### src/touch_scan_pkg.sv
// Constants, types and lookup functions of the touch scan scheduler
package touch_scan_pkg;

  localparam int KEY_COUNT = 48;
  localparam int KEY_W = 6;
  localparam int SIG_W = 11;
  localparam int TIMER_W = 25;

  // Timing
  localparam int CLK_PERIOD_NS = 4;
  localparam int CLK_HZ = 1000000000 / CLK_PERIOD_NS;
  localparam int SYNC_WAIT_MS = 100;
  localparam int SYNC_WAIT_CYC = SYNC_WAIT_MS * (1000000 / CLK_PERIOD_NS);
  localparam int INIT_CYC = 16;

  // Setup reset values
  localparam logic [3:0] DWELL_DEF = 4'h1;
  localparam logic SYNC_EN_DEF = 1'h0;
  localparam logic RESTART_DEF = 1'h0;
  localparam logic [2:0] DRIFT_DEF = 3'h0;
  localparam logic [2:0] RATE_DEF = 3'h0;
  localparam logic [10:0] LIMIT_DEF = 11'h064;
  localparam logic [3:0] GAIN_THR_DEF = 4'h7;

  typedef struct packed {
    logic [3:0] dwell;
    logic mains_sync_enable;
    logic burst_restart_enable;
    logic [2:0] sleep_drift_interval;
    logic [2:0] serial_rate_select;
    logic [10:0] lower_signal_limit;
    logic [3:0] gain_test_threshold;
  } setup_t;

  localparam setup_t SETUP_DEFAULT = '{DWELL_DEF, SYNC_EN_DEF, RESTART_DEF, DRIFT_DEF, RATE_DEF,
                                       LIMIT_DEF, GAIN_THR_DEF};

  typedef struct packed {
    logic done;
    logic [10:0] signal;
    logic [10:0] reference;
  } afe_result_t;

  typedef enum logic [2:0] {
    ST_INIT = 3'b000,
    ST_SYNC_WAIT = 3'b001,
    ST_BURST = 3'b010,
    ST_NEXT = 3'b011,
    ST_HOST = 3'b100,
    ST_SLEEP = 3'b101
  } state_t;

  // Dwell code to capture time in ns
  function automatic int dwell_ns(input logic [3:0] code);
    case (code)
      4'h0: dwell_ns = 125;
      4'h1: dwell_ns = 188;
      4'h2: dwell_ns = 250;
      4'h3: dwell_ns = 313;
      4'h4: dwell_ns = 375;
      4'h5: dwell_ns = 500;
      4'h6: dwell_ns = 625;
      4'h7: dwell_ns = 750;
      4'h8: dwell_ns = 1000;
      4'h9: dwell_ns = 1250;
      4'hA: dwell_ns = 1875;
      4'hB: dwell_ns = 2500;
      4'hC: dwell_ns = 3750;
      4'hD: dwell_ns = 5000;
      4'hE: dwell_ns = 7500;
      default: dwell_ns = 9900;
    endcase
  endfunction

  // Least time, so round up
  function automatic logic [11:0] dwell_cycles(input logic [3:0] code);
    dwell_cycles = 12'((dwell_ns(code) + CLK_PERIOD_NS - 1) / CLK_PERIOD_NS);
  endfunction

  function automatic logic [15:0] baud_divisor(input logic [2:0] code);
    int baud;
    case (code)
      3'h1: baud = 19200;
      3'h2: baud = 38400;
      3'h3: baud = 57600;
      3'h4: baud = 115200;
      default: baud = 9600;
    endcase
    baud_divisor = 16'(CLK_HZ / baud);
  endfunction

  function automatic logic [6:0] gain_threshold(input logic [3:0] idx);
    gain_threshold = 7'((idx + 5'h01) * 4);
  endfunction

  function automatic logic [6:0] drift_period(input logic [2:0] code);
    drift_period = (code == 3'h0) ? 7'h01 : 7'(7'h01 << (code - 3'h1));
  endfunction

  // Lowest enabled key at or above start, KEY_COUNT when none
  function automatic logic [KEY_W:0] next_key(input logic [KEY_COUNT-1:0] en, input logic [KEY_W:0] start);
    next_key = (KEY_W + 1)'(KEY_COUNT);
    for (int i = KEY_COUNT - 1; i >= 0; i--) begin
      if (en[i] && (i >= int'(start))) begin
        next_key = (KEY_W + 1)'(i);
      end
    end
  endfunction

endpackage

### src/key_signal_mem.sv
// Per-key normal signal store with registered read
`timescale 1ns/1ps
`default_nettype none
module key_signal_mem
  import touch_scan_pkg::*;
(
  input wire logic mclk,
  input wire logic clk_en,
  input wire logic wr_en,
  input wire logic [KEY_W-1:0] wr_addr,
  input wire logic [SIG_W-1:0] wr_data,
  input wire logic [KEY_W-1:0] rd_addr,
  output logic [SIG_W-1:0] rd_data_q
);

  logic [SIG_W-1:0] mem [KEY_COUNT];

  always_ff @(posedge mclk) begin
    if (clk_en && wr_en) begin
      mem[wr_addr] <= wr_data;
    end
  end

  always_ff @(posedge mclk) begin
    if (clk_en) begin
      rd_data_q <= mem[rd_addr];
    end
  end

endmodule
`default_nettype wire

### src/touch_scan_sync_setup.sv
// Scan scheduler: mains sync, burst restart, sleep, setup lookups
`timescale 1ns/1ps
`default_nettype none
// How it works
// - 4-bit dwell code sets capture time, default 188ns
// - Sync wait only before lowest enabled key
// - Awake: wait 100 ms for sync, rescan
// - Asleep with sync: wait without limit
// - Sleep off: falling sync edge starts burst
// - Sleep on: low level triggers, repeats while low
// - Sleep and sync: wake, scan, sleep again
// - Sync timeout: continue scanning, set error flag
// - After reset with sync: error, then wait
// - Mains sync enable bit, default off
// - Restart on: abort burst, serve host, restart
// - Restart off: finish burst, stretch ready low
// - Burst restart bit, default off
// - Sleep stops clock, scanning and timers
// - Drift field: 0 no sleep, else 2^(n-1)
// - Five UART rates, default 9600, SPI unaffected
// - SPI slave only, clock up to 4 MHz
// - Reference below lower limit flags key error
// - Gain test: half burst, normal minus test
// - Gain threshold index maps 4..64, default 32
module touch_scan_sync_setup
  import touch_scan_pkg::*;
#(
  parameter int SYNC_WAIT_CYCLES = SYNC_WAIT_CYC
) (
  input wire logic mclk,
  input wire logic resetn,
  input wire logic clk_en,
  input wire logic setup_load,
  input wire setup_t setup_in,
  input wire logic [KEY_COUNT-1:0] key_enable,
  input wire logic wake_sync_input,
  input wire logic host_req,
  input wire logic host_done,
  input wire logic sleep_req,
  input wire logic status_read,
  input wire logic gain_test_start,
  input wire afe_result_t afe,
  output logic burst_start_q,
  output logic [KEY_W-1:0] burst_key_q,
  output logic burst_half_q,
  output logic burst_abort_q,
  output logic [11:0] dwell_cycles_q,
  output logic [15:0] baud_div_q,
  output logic host_grant_q,
  output logic host_data_ready_line_n_q,
  output logic osc_run_q,
  output logic scan_done_q,
  output logic sync_error_q,
  output logic drift_comp_q,
  output logic [KEY_COUNT-1:0] key_limit_error_q,
  output logic [KEY_COUNT-1:0] gain_pass_q,
  output logic gain_test_busy_q
);

  ////////////////////////////////////////////////////////////////////////////
  // Decoding

  setup_t setup_q;
  state_t state_q, state_d, resume_q, resume_d;
  logic [KEY_W-1:0] key_q, key_d;
  logic [TIMER_W-1:0] timer_q, timer_d;
  logic wake_prev_q;
  logic [6:0] sleep_cnt_q;
  logic gt_pend_q, gt_run_q;
  logic [SIG_W-1:0] normal_sig;
  logic sync_err_set, scan_start, scan_end, enter_sleep, wake_now;

  wire sleep_on = setup_q.sleep_drift_interval != 3'h0;
  wire sync_on = setup_q.mains_sync_enable;
  wire restart_on = setup_q.burst_restart_enable;
  wire wake_fall = wake_prev_q & ~wake_sync_input;
  // Level trigger when sleep may be used, edge otherwise
  wire sync_evt = sleep_on ? ~wake_sync_input : wake_fall;
  wire [KEY_W:0] first_k = next_key(key_enable, '0);
  wire [KEY_W:0] next_k = next_key(key_enable, (KEY_W + 1)'(key_q) + 7'h01);
  wire first_ok = first_k < (KEY_W + 1)'(KEY_COUNT);
  wire next_ok = next_k < (KEY_W + 1)'(KEY_COUNT);
  wire timeout = timer_q >= TIMER_W'(SYNC_WAIT_CYCLES - 1);
  wire abort = (state_q == ST_BURST) && host_req && restart_on;
  wire burst_end = (state_q == ST_BURST) && afe.done && !abort;
  wire [6:0] drift_per = drift_period(setup_q.sleep_drift_interval);
  wire [SIG_W:0] gain_need = {1'b0, afe.signal} + {5'h00, gain_threshold(setup_q.gain_test_threshold)};
  wire gain_ok = {1'b0, normal_sig} >= gain_need;

  ////////////////////////////////////////////////////////////////////////////
  // Scan sequencer

  always_comb begin
    state_d = state_q;
    resume_d = resume_q;
    key_d = key_q;
    timer_d = timer_q;
    sync_err_set = 1'b0;
    scan_start = 1'b0;
    scan_end = 1'b0;
    enter_sleep = 1'b0;
    wake_now = 1'b0;
    case (state_q)
      ST_INIT: begin
        timer_d = timer_q + 1'b1;
        if (timer_q == TIMER_W'(INIT_CYC - 1)) begin
          timer_d = '0;
          if (sync_on) begin
            sync_err_set = 1'b1;
            state_d = ST_SYNC_WAIT;
          end else begin
            scan_start = 1'b1;
          end
        end
      end
      ST_SYNC_WAIT: begin
        if (host_req) begin
          resume_d = ST_SYNC_WAIT;
          state_d = ST_HOST;
        end else if (sync_evt) begin
          scan_start = 1'b1;
        end else if (timeout) begin
          sync_err_set = 1'b1;
          scan_start = 1'b1;
        end else begin
          timer_d = timer_q + 1'b1;
        end
      end
      ST_BURST: begin
        if (abort) begin
          resume_d = ST_BURST;
          state_d = ST_HOST;
        end else if (afe.done) begin
          state_d = ST_NEXT;
        end
      end
      ST_NEXT: begin
        if (host_req) begin
          resume_d = ST_NEXT;
          state_d = ST_HOST;
        end else if (next_ok) begin
          key_d = next_k[KEY_W-1:0];
          state_d = ST_BURST;
        end else begin
          scan_end = 1'b1;
        end
      end
      ST_HOST: begin
        if (host_done) begin
          state_d = resume_q;
        end
      end
      ST_SLEEP: begin
        if (host_req) begin
          resume_d = ST_SLEEP;
          state_d = ST_HOST;
        end else if (~wake_sync_input) begin
          wake_now = 1'b1;
          scan_start = 1'b1;
        end
      end
      default: begin
        state_d = ST_INIT;
        timer_d = '0;
      end
    endcase
    if (scan_end) begin
      timer_d = '0;
      if (sleep_on && sleep_req) begin
        enter_sleep = 1'b1;
        state_d = ST_SLEEP;
      end else if (sync_on) begin
        state_d = ST_SYNC_WAIT;
      end else begin
        scan_start = 1'b1;
      end
    end
    if (scan_start) begin
      timer_d = '0;
      key_d = first_k[KEY_W-1:0];
      state_d = first_ok ? ST_BURST : ST_NEXT;
    end
  end

  always_ff @(posedge mclk) begin
    if (!resetn) begin
      state_q <= ST_INIT;
      resume_q <= ST_NEXT;
      key_q <= '0;
      timer_q <= '0;
      wake_prev_q <= 1'b1;
    end else if (clk_en) begin
      state_q <= state_d;
      resume_q <= resume_d;
      key_q <= key_d;
      timer_q <= timer_d;
      wake_prev_q <= wake_sync_input;
    end
  end

  ////////////////////////////////////////////////////////////////////////////
  // Setup and lookups; SPI side untouched by the rate code

  always_ff @(posedge mclk) begin
    if (!resetn) begin
      setup_q <= SETUP_DEFAULT;
      dwell_cycles_q <= dwell_cycles(DWELL_DEF);
      baud_div_q <= baud_divisor(RATE_DEF);
    end else if (clk_en) begin
      if (setup_load) begin
        setup_q <= setup_in;
      end
      dwell_cycles_q <= dwell_cycles(setup_q.dwell);
      baud_div_q <= baud_divisor(setup_q.serial_rate_select);
    end
  end

  ////////////////////////////////////////////////////////////////////////////
  // Host handshake and burst outputs

  always_ff @(posedge mclk) begin
    if (!resetn) begin
      burst_start_q <= 1'b0;
      burst_key_q <= '0;
      burst_abort_q <= 1'b0;
      host_grant_q <= 1'b0;
      host_data_ready_line_n_q <= 1'b1;
      osc_run_q <= 1'b1;
      scan_done_q <= 1'b0;
    end else if (clk_en) begin
      burst_start_q <= (state_d == ST_BURST) && (state_q != ST_BURST);
      burst_key_q <= key_d;
      burst_abort_q <= abort;
      host_grant_q <= state_d == ST_HOST;
      // Held low while the host waits on a running burst
      host_data_ready_line_n_q <= ~(host_req && (state_d != ST_HOST));
      osc_run_q <= state_d != ST_SLEEP;
      scan_done_q <= scan_end;
    end
  end

  ////////////////////////////////////////////////////////////////////////////
  // Sync error flag, set wins over the status read

  always_ff @(posedge mclk) begin
    if (!resetn) begin
      sync_error_q <= 1'b0;
    end else if (clk_en) begin
      sync_error_q <= sync_err_set | (sync_error_q & ~status_read);
    end
  end

  ////////////////////////////////////////////////////////////////////////////
  // Sleep counting and drift compensation

  always_ff @(posedge mclk) begin
    if (!resetn) begin
      sleep_cnt_q <= '0;
      drift_comp_q <= 1'b0;
    end else if (clk_en) begin
      drift_comp_q <= 1'b0;
      if (wake_now) begin
        if (sleep_cnt_q >= drift_per - 7'h01) begin
          sleep_cnt_q <= '0;
          drift_comp_q <= 1'b1;
        end else begin
          sleep_cnt_q <= sleep_cnt_q + 7'h01;
        end
      end
    end
  end

  ////////////////////////////////////////////////////////////////////////////
  // Per-key results and gain test

  key_signal_mem u_mem (
    .mclk(mclk),
    .clk_en(clk_en),
    .wr_en(burst_end && !gt_run_q),
    .wr_addr(key_q),
    .wr_data(afe.signal),
    .rd_addr(key_q),
    .rd_data_q(normal_sig)
  );

  always_ff @(posedge mclk) begin
    if (!resetn) begin
      gt_pend_q <= 1'b0;
      gt_run_q <= 1'b0;
      burst_half_q <= 1'b0;
      gain_test_busy_q <= 1'b0;
      gain_pass_q <= '0;
      key_limit_error_q <= '0;
    end else if (clk_en) begin
      if (gain_test_start) begin
        gt_pend_q <= 1'b1;
      end else if (scan_start) begin
        gt_pend_q <= 1'b0;
      end
      if (scan_start) begin
        gt_run_q <= gt_pend_q | gain_test_start;
      end else if (scan_end) begin
        gt_run_q <= 1'b0;
      end
      if (scan_start && (gt_pend_q | gain_test_start)) begin
        gain_pass_q <= '0;
      end else if (burst_end && gt_run_q) begin
        gain_pass_q[key_q] <= gain_ok;
      end
      if (burst_end && !gt_run_q) begin
        key_limit_error_q[key_q] <= afe.reference < setup_q.lower_signal_limit;
      end
      burst_half_q <= gt_run_q;
      gain_test_busy_q <= gt_run_q | gt_pend_q;
    end
  end
endmodule
`default_nettype wire

### config.mk
export PLATFORM = sky130hd
export DESIGN_NAME = touch_scan_sync_setup
export DESIGN_NICKNAME = d
export VERILOG_FILES = /design/src/touch_scan_pkg.sv /design/src/key_signal_mem.sv /design/src/touch_scan_sync_setup.sv
export SDC_FILE = /design/constraint.sdc
export NUM_CORES = 1
export LEC_CHECK = 0
export ABC_AREA = 1
export BUFFER_PORTS_ARGS = -buffer_cell sky130_fd_sc_hd__buf_2
export CORE_UTILIZATION = 36
export CTS_BUF_LIST = sky130_fd_sc_hd__clkbuf_4
export DETAILED_ROUTE_END_ITERATION = 8
export SYNTH_ARGS = -nofsm -noshare
export SYNTH_HDL_FRONTEND = slang
export SYNTH_HIERARCHICAL = 1
export SYNTH_SLANG_ARGS = --single-unit
### constraint.sdc
create_clock -name mclk -period 43.2 [get_ports mclk]
set_input_delay 8.64 -clock mclk [delete_from_list [all_inputs] [get_ports mclk]]
set_output_delay 8.64 -clock mclk [all_outputs]
set_load 0.1 [all_outputs]
=== Word-level counts from Yosys, hierarchy flattened ===
Memory sizes are Yosys's and may differ from the RTL's. A register that Yosys moved wholly into a read port is not among the register bits.
Index checks and enable logic that the tools add are counted.

* Register bits after elaboration: 208
* Memory bits (writable): 528
* Bits in read-only memories: 224
* Logic and storage cells: 385
* Memories: 2

* Add/subtract/negate cells: 10
* Divide/modulo/power cells: 1
* $lt $le $gt $ge: 56
* Equal/unequal tests: 24
* Shift-type cells: 1
* Mux-type cells: 170
* Bitwise operators: 9
* Reduce and logical (&&, ||, !) cells: 83

{| class="wikitable"
|+ Memory list
! name !! depth !! bits a word !! read ports !! clocked after memory_dff !! write ports !! line !! RTL
|-
| u_mem.mem || 48 || 11 || 1 || 1 || 1 || key_signal_mem.sv:16 || <nowiki>logic [SIG_W-1:0] mem [KEY_COUNT];</nowiki>
|-
| (name not given) || 16 || 14 || 1 || 1 || 0 || touch_scan_pkg.sv:55 || <nowiki>case (code)</nowiki>
|}

{| class="wikitable"
|+ Operators by type and width
! kind !! count
|-
| 7-bit 2-to-1 mux || 49
|-
| 6-bit 2-to-1 mux || 36
|-
| 25-bit 2-to-1 mux || 6
|-
| 32-bit 2-to-1 mux || 4
|-
| 5-bit by 7-bit greater-or-equal comparator with 1-bit output (first input constant) || 16
|-
| 6-bit by 7-bit greater-or-equal comparator with 1-bit output (first input constant) || 16
|-
| 48-bit bitwise mux || 2
|-
| 48-bit 2-to-1 mux || 2
|-
| 5-bit 2-to-1 mux || 17
|-
| 25-bit one-hot mux with 3 select lines || 1
|-
| 17-bit one-hot mux with 4 select lines || 1
|-
| 1-bit logical AND || 60
|-
| 4-bit by 7-bit greater-or-equal comparator with 1-bit output (first input constant) || 8
|-
| 3-bit 2-to-1 mux || 16
|-
| 32-bit by 4-bit adder with 32-bit output (second input constant) || 1
|-
| 29-bit by 32-bit divider with 32-bit output (first input constant) || 1
|-
| 32-bit by 2-bit subtractor with 32-bit output (second input constant) || 1
|-
| 1-bit 2-to-1 mux || 29
|-
| 3-bit by 7-bit greater-or-equal comparator with 1-bit output (first input constant) || 4
|-
| 25-bit by 1-bit adder with 25-bit output (second input constant) || 1
|-
| 25-bit by 4-bit == test with 1-bit output (second input constant) || 1
|-
| 25-bit greater-or-equal comparator (second input constant) || 1
|-
| 3-bit by 2-bit == test with 1-bit output (second input constant) || 5
|-
| 3-bit one-hot mux with 5 select lines || 1
|-
| 44 further kinds || 75
|}

=== Depth between registers and ports, before layout ===
* Word-level depth: 62
* Gate-level depth with buffers: 281

=== Cells and area by module ===
Netlist, hierarchy kept.

{| class="wikitable"
|+ By module, submodules not included
! module !! instances !! cells an instance !! area an instance (um^2) !! sequential area each (um^2)
|-
| touch_scan_sync_setup || 1 || 3923 || 24403.4 || 4444.3
|-
| key_signal_mem || 1 || 1784 || 21724.6 || 16185.5
|}

=== Worst setup path after synthesis ===
OpenSTA, ideal clock, no wires.

* Path type: flip-flop to flip-flop
* From: register setup_q[15] in the netlist's numbering
* To: register baud_div_q[0]
* Setup time: 117 ps
* Data arrival time: 37175 ps
* Data required time: 43083 ps
* Setup slack: 5909 ps
* Cell stages (with the launch flop): 268
* Path buffers: 21
* Clock period less this slack: 37291 ps
* Path through: dfxtp_1 -> nor2_1 -> nand2_1 -> buf_6 -> nand3_4 -> inv_4 -> buf_12 -> buf_2 -> nor2_1 -> inv_1 -> ha_1 -> nor2_1 -> o21ai_0 -> a21o_1 -> nand2_1 -> nand2_4 -> nand2_1 -> inv_1 -> [232 not listed] -> nand2_4 -> nor2_4 -> nand2_4 -> buf_12 -> clkinv_4 -> buf_2 -> nand2_1 -> o21ai_1 -> ha_1 -> nand2_1 -> inv_1 -> a221oi_1 -> o221a_2 -> o21ai_1 -> nand3_1 -> nand2_1 -> nand2_1 -> nand2_1

* Longest elaborated chain between the ends: 5
* Elaborated cells on any way between the ends: 8

{| class="wikitable"
|+ Ends and longest elaborated chain
! what !! line !! RTL
|-
| start: declaration || touch_scan_sync_setup.sv:63 || <nowiki>setup_t setup_q;</nowiki>
|-
| start signal: assignment || touch_scan_sync_setup.sv:211 || <nowiki>setup_q <= setup_in;</nowiki>
|-
| 3-bit == test (tied with other cells) || touch_scan_pkg.sv:82 || <nowiki>case (code)</nowiki>
|-
| 17-bit one-hot mux with 4 select lines * || touch_scan_pkg.sv:82 ||
|-
| 32-bit 2-to-1 mux * || touch_scan_sync_setup.sv:209 || <nowiki>end else if (clk_en) begin</nowiki>
|-
| 32-bit 2-to-1 mux * || touch_scan_sync_setup.sv:205 || <nowiki>if (!resetn) begin</nowiki>
|-
| 29-bit by 32-bit divider with 32-bit output * || touch_scan_pkg.sv:89 || <nowiki>baud_divisor = 16'(CLK_HZ / baud);</nowiki>
|-
| end signal: assignment || touch_scan_sync_setup.sv:208 || <nowiki>baud_div_q <= baud_divisor(RATE_DEF);</nowiki>
|-
| end signal: assignment || touch_scan_sync_setup.sv:214 || <nowiki>baud_div_q <= baud_divisor(setup_q.serial_rate_select);</nowiki>
|-
| end: declaration || touch_scan_sync_setup.sv:48 || <nowiki>output logic [15:0] baud_div_q,</nowiki>
|}

Every way passes the cells marked *; elsewhere a longest branch is shown, timed or not. The select of a mux whose other input is x is not followed.
A chain may end at the register's enable or synchronous reset.

=== Worst setup path in the final report ===
Same ends and word-level chain as after synthesis.

==> impl_metrics.py <==
metrics = {
    "run_status": {
        "status": "completed",
    },
    "clock_network": {
        "cts.hold.buffers_added": 0,
        "cts.sinks": 761,
        "clock_path_buffers": 3,
        "clk_pin_slew_ns": 0.07,
        "cts_tree": "built",
        "htreeDepth": 4,
        "root_buffer": "clkbuf_4",
        "numCtsBuffers": 197,
        "clk_latency_ns": 1.16,
    },
    "worst_setup_path": {
        "worst-path-max-fanout": 21,
        "r2r_slack_ns": 4.55,
        "cp-start-kind": "flip-flop",
        "startpoint": "setup_q[15]",
        "critPathMaxStageDelay_ns": 0.37,
        "worst-path-buf-inv": 44,
        "end_kind": "flip-flop",
        "crit_path_frequent_cell": "nand2_1",
        "critPathArrivalTime_ns": 39.61,
        "critPathKind": "reg -> reg",
        "reg2reg_from": "setup_q[15]",
        "cpLargestDelayFamily": "simple AND/OR/NAND/NOR gates",
        "worstPathRequired_ns": 44.16,
        "crit_path_top_delay_cell": "ha_1",
    },
    "routing": {
        "drc": 0,
        "routedWlPerCell_um": 18.2,
        "drtIter0Drc": 3190,
        "num_vias": 40769,
        "ant_nets": 0,
        "routed_via_density": 5.22,
        "wl_um": 142000,
        "first_pass_iters": 6,
    },
    "placement": {
        "gp_congestion": 0.939,
        "place.port_buffers": 247,
        "hpwl_um": 95800,
        "dpl_cell_area_um2": 48700,
    },
    "global_routing": {
        "grt_use_total_pct": 21.5,
        "grt_pass1_wl_um": 220000,
        "grt_max_degree": 182,
        "antenna_found_initial": 8,
        "grt_overflow": 0,
        "grt_pass1_vias": 38648,
    },
    "worst_hold_path": {
        "worstHoldStart": "setup_q[4]",
        "hold_path_class": "reg -> reg",
    },
    "floorplan": {
        "rows": 130,
        "fp.dieArea_um2": 130000,
        "core_um2": 126000,
        "ios": 248,
        "die_h_um": 360,
        "die-width_um": 360,
        "start_util_pct": 36.5,
    },
    "timing": {
        "fmax_mhz": 25.9,
        "period_needed_ns": 38.65,
        "report.final.setup_viol": 0,
        "relSlewSlack_pct": 12.0,
        "holdWs_ns": 0.457,
        "final-hold-violation-count": 0,
        "period_share_pct": 89.5,
        "tightestPinTransition_ns": 1.31,
        "slew_viol_final": 0,
        "skew_ns": 0.105,
    },
    "synth": {
        "synth.avg_cell_area_um2": 8.08,
        "synth.top_cell.area_share_pct": 35.1,
        "ys.flop_type": "edfxtp_1",
        "yosysMostFrequentCell": "nand2_1",
        "seq_area_frac_synth_pct": 44.7,
        "synth_cell_types": 79,
        "synth.area.top_cells": "edfxtp_1, nand2_1, dfxtp_1",
        "yosysWarningCount": 6,
        "syn_area_um2": 46100,
        "ys_ff_latch": 761,
        "syn_inst": 5707,
        "synth-edff-count": 539,
        "synthTopCellsByCount": "nand2_1, nor2_1, edfxtp_1, nand3_1, inv_1",
        "async_flop_share_pct": 0,
        "yosysTopAreaCell": "edfxtp_1",
    },
    "layout": {
        "area_growth_pct": 11.5,
        "drive_gt1_share_pct": 15.1,
        "fin_nets": 6300,
        "finish.instance_area_um2": 51400,
    },
    "job": {
        "maxCapViolations": 0,
    },
}
## stage by stage
| step | TNS, ns | worst slack (ns) | instances | util [%] |
|---|---|---|---|---|
| global route | -0.0146 | -0.0146 | 7803 | 40.7 |
| detailed placement | 0 | 2.16 | 7436 | 38.5 |
| CTS | 0 | 2.00 | 7789 | 40.5 |
| finish | 0 | 4.55 | 7811 | 40.7 |
| global placement | 0 | 3.32 | 7436 | 38.5 |
| floorplan | 0 | 5.91 | 5710 | - |
## worst reg2reg max path, delay by kind of cell (launching register included)
kind | cells | cell delay (ns)
simple gates | 113 | 14.04
fa+ha+maj | 23 | 6.64
xor+xnor | 1 | 0.12
compound gates | 70 | 12.86
flops | 1 | 0.32
buf+inv | 44 | 4.55
## sequential cells by signal, summed over array words and instances (netlist names), 3 cells and up, named ones only
name,count
key_limit_error_q,48
u_mem/mem,528
dwell_cycles_q,12
gain_pass_q,48
state_q,3
baud_div_q,16
resume_q,3
sleep_cnt_q,7
timer_q,25
u_mem/rd_data_q,11
burst_key_q,6
setup_q,25
## worst paths after layout
kind,endpoint,depth (start not counted)
worst max-delay path,baud_div_q[0],251
worst min-delay path,setup_q[4],2
worst max register to register,baud_div_q[0],251
worst min register to register,setup_q[4],2
## cells in the final DEF, fill, tap and decap left out, types with 9 or more instances in the layout
| cell | netlist | final |
|---|---|---|
| buf_2 | 51 | 246 |
| o21ai_0 | 427 | 423 |
| nand4_1 | 66 | 66 |
| o21bai_1 | 18 | 18 |
| nand3_4 | 16 | 17 |
| a211oi_1 | 11 | 9 |
| nor2_1 | 593 | 589 |
| o21ai_2 | 9 | 9 |
| xnor2_1 | 50 | 50 |
| nand2_2 | 65 | 68 |
| dfxtp_1 | 222 | 218 |
| clkinv_1 | 12 | 50 |
| buf_4 | 18 | 67 |
| nand2_1 | 1283 | 1280 |
| inv_2 | 30 | 30 |
| nor4_1 | 20 | 19 |
| clkbuf_4 | 0 | 296 |
| nand3_1 | 514 | 514 |
| inv_1 | 504 | 499 |
| nor3_1 | 112 | 110 |
| nand3_2 | 40 | 42 |
| diode_2 | 0 | 15 |
| a31oi_1 | 16 | 16 |
| o211ai_1 | 66 | 66 |
| a21oi_1 | 329 | 327 |
| o21ai_1 | 48 | 52 |
| nor2_4 | 21 | 21 |
| clkinv_2 | 1 | 9 |
| xor2_1 | 89 | 89 |
| nand2_4 | 27 | 27 |
| ha_1 | 199 | 199 |
| nor2_2 | 20 | 25 |
| edfxtp_1 | 539 | 539 |
## cells by family after synthesis
family	synth area share [%]
AO/OA/AOI/OAI	12.1
XOR/XNOR	2.64
adder cells (fa/ha/maj)	5.44
buffers and inverters	7.35
flip-flops	44.7
multiplexers	0.0434
other	0.0163
AND/OR/NAND/NOR	27.7
## timing repair
| action | CTS | global route |
|---|---|---|
| setup endpoints to repair | 0 | 2 |
| resized for setup | 0 | 27 |
| hold endpoints to repair | 0 | 0 |
| buffers inserted | 0 | 3 |
## metal layers
metal  global-route usage [%]  up-vias  share of wire [%]
met1                     28.2    19182                 44
met2                     35.7     1250                 47
met4                     7.85        6                2.9
met5                        0        -              0.025
li1                         -    20098                  -
met3                     3.44      233                6.0
## area by class of cell
cell class	instances	area [µm²]
diodes	15	37.5
clock buffers	296	2220
clock inverters	57	310
fillers	12893	74900
inverters	553	2130
multi-input cells	4163	22200
flip-flops and latches	761	20600
well taps	1650	2060
repair buffers	316	1790
Power is not shown: default switching activity piles up to over one toggle a cycle in this logic, so the estimate is an artifact.
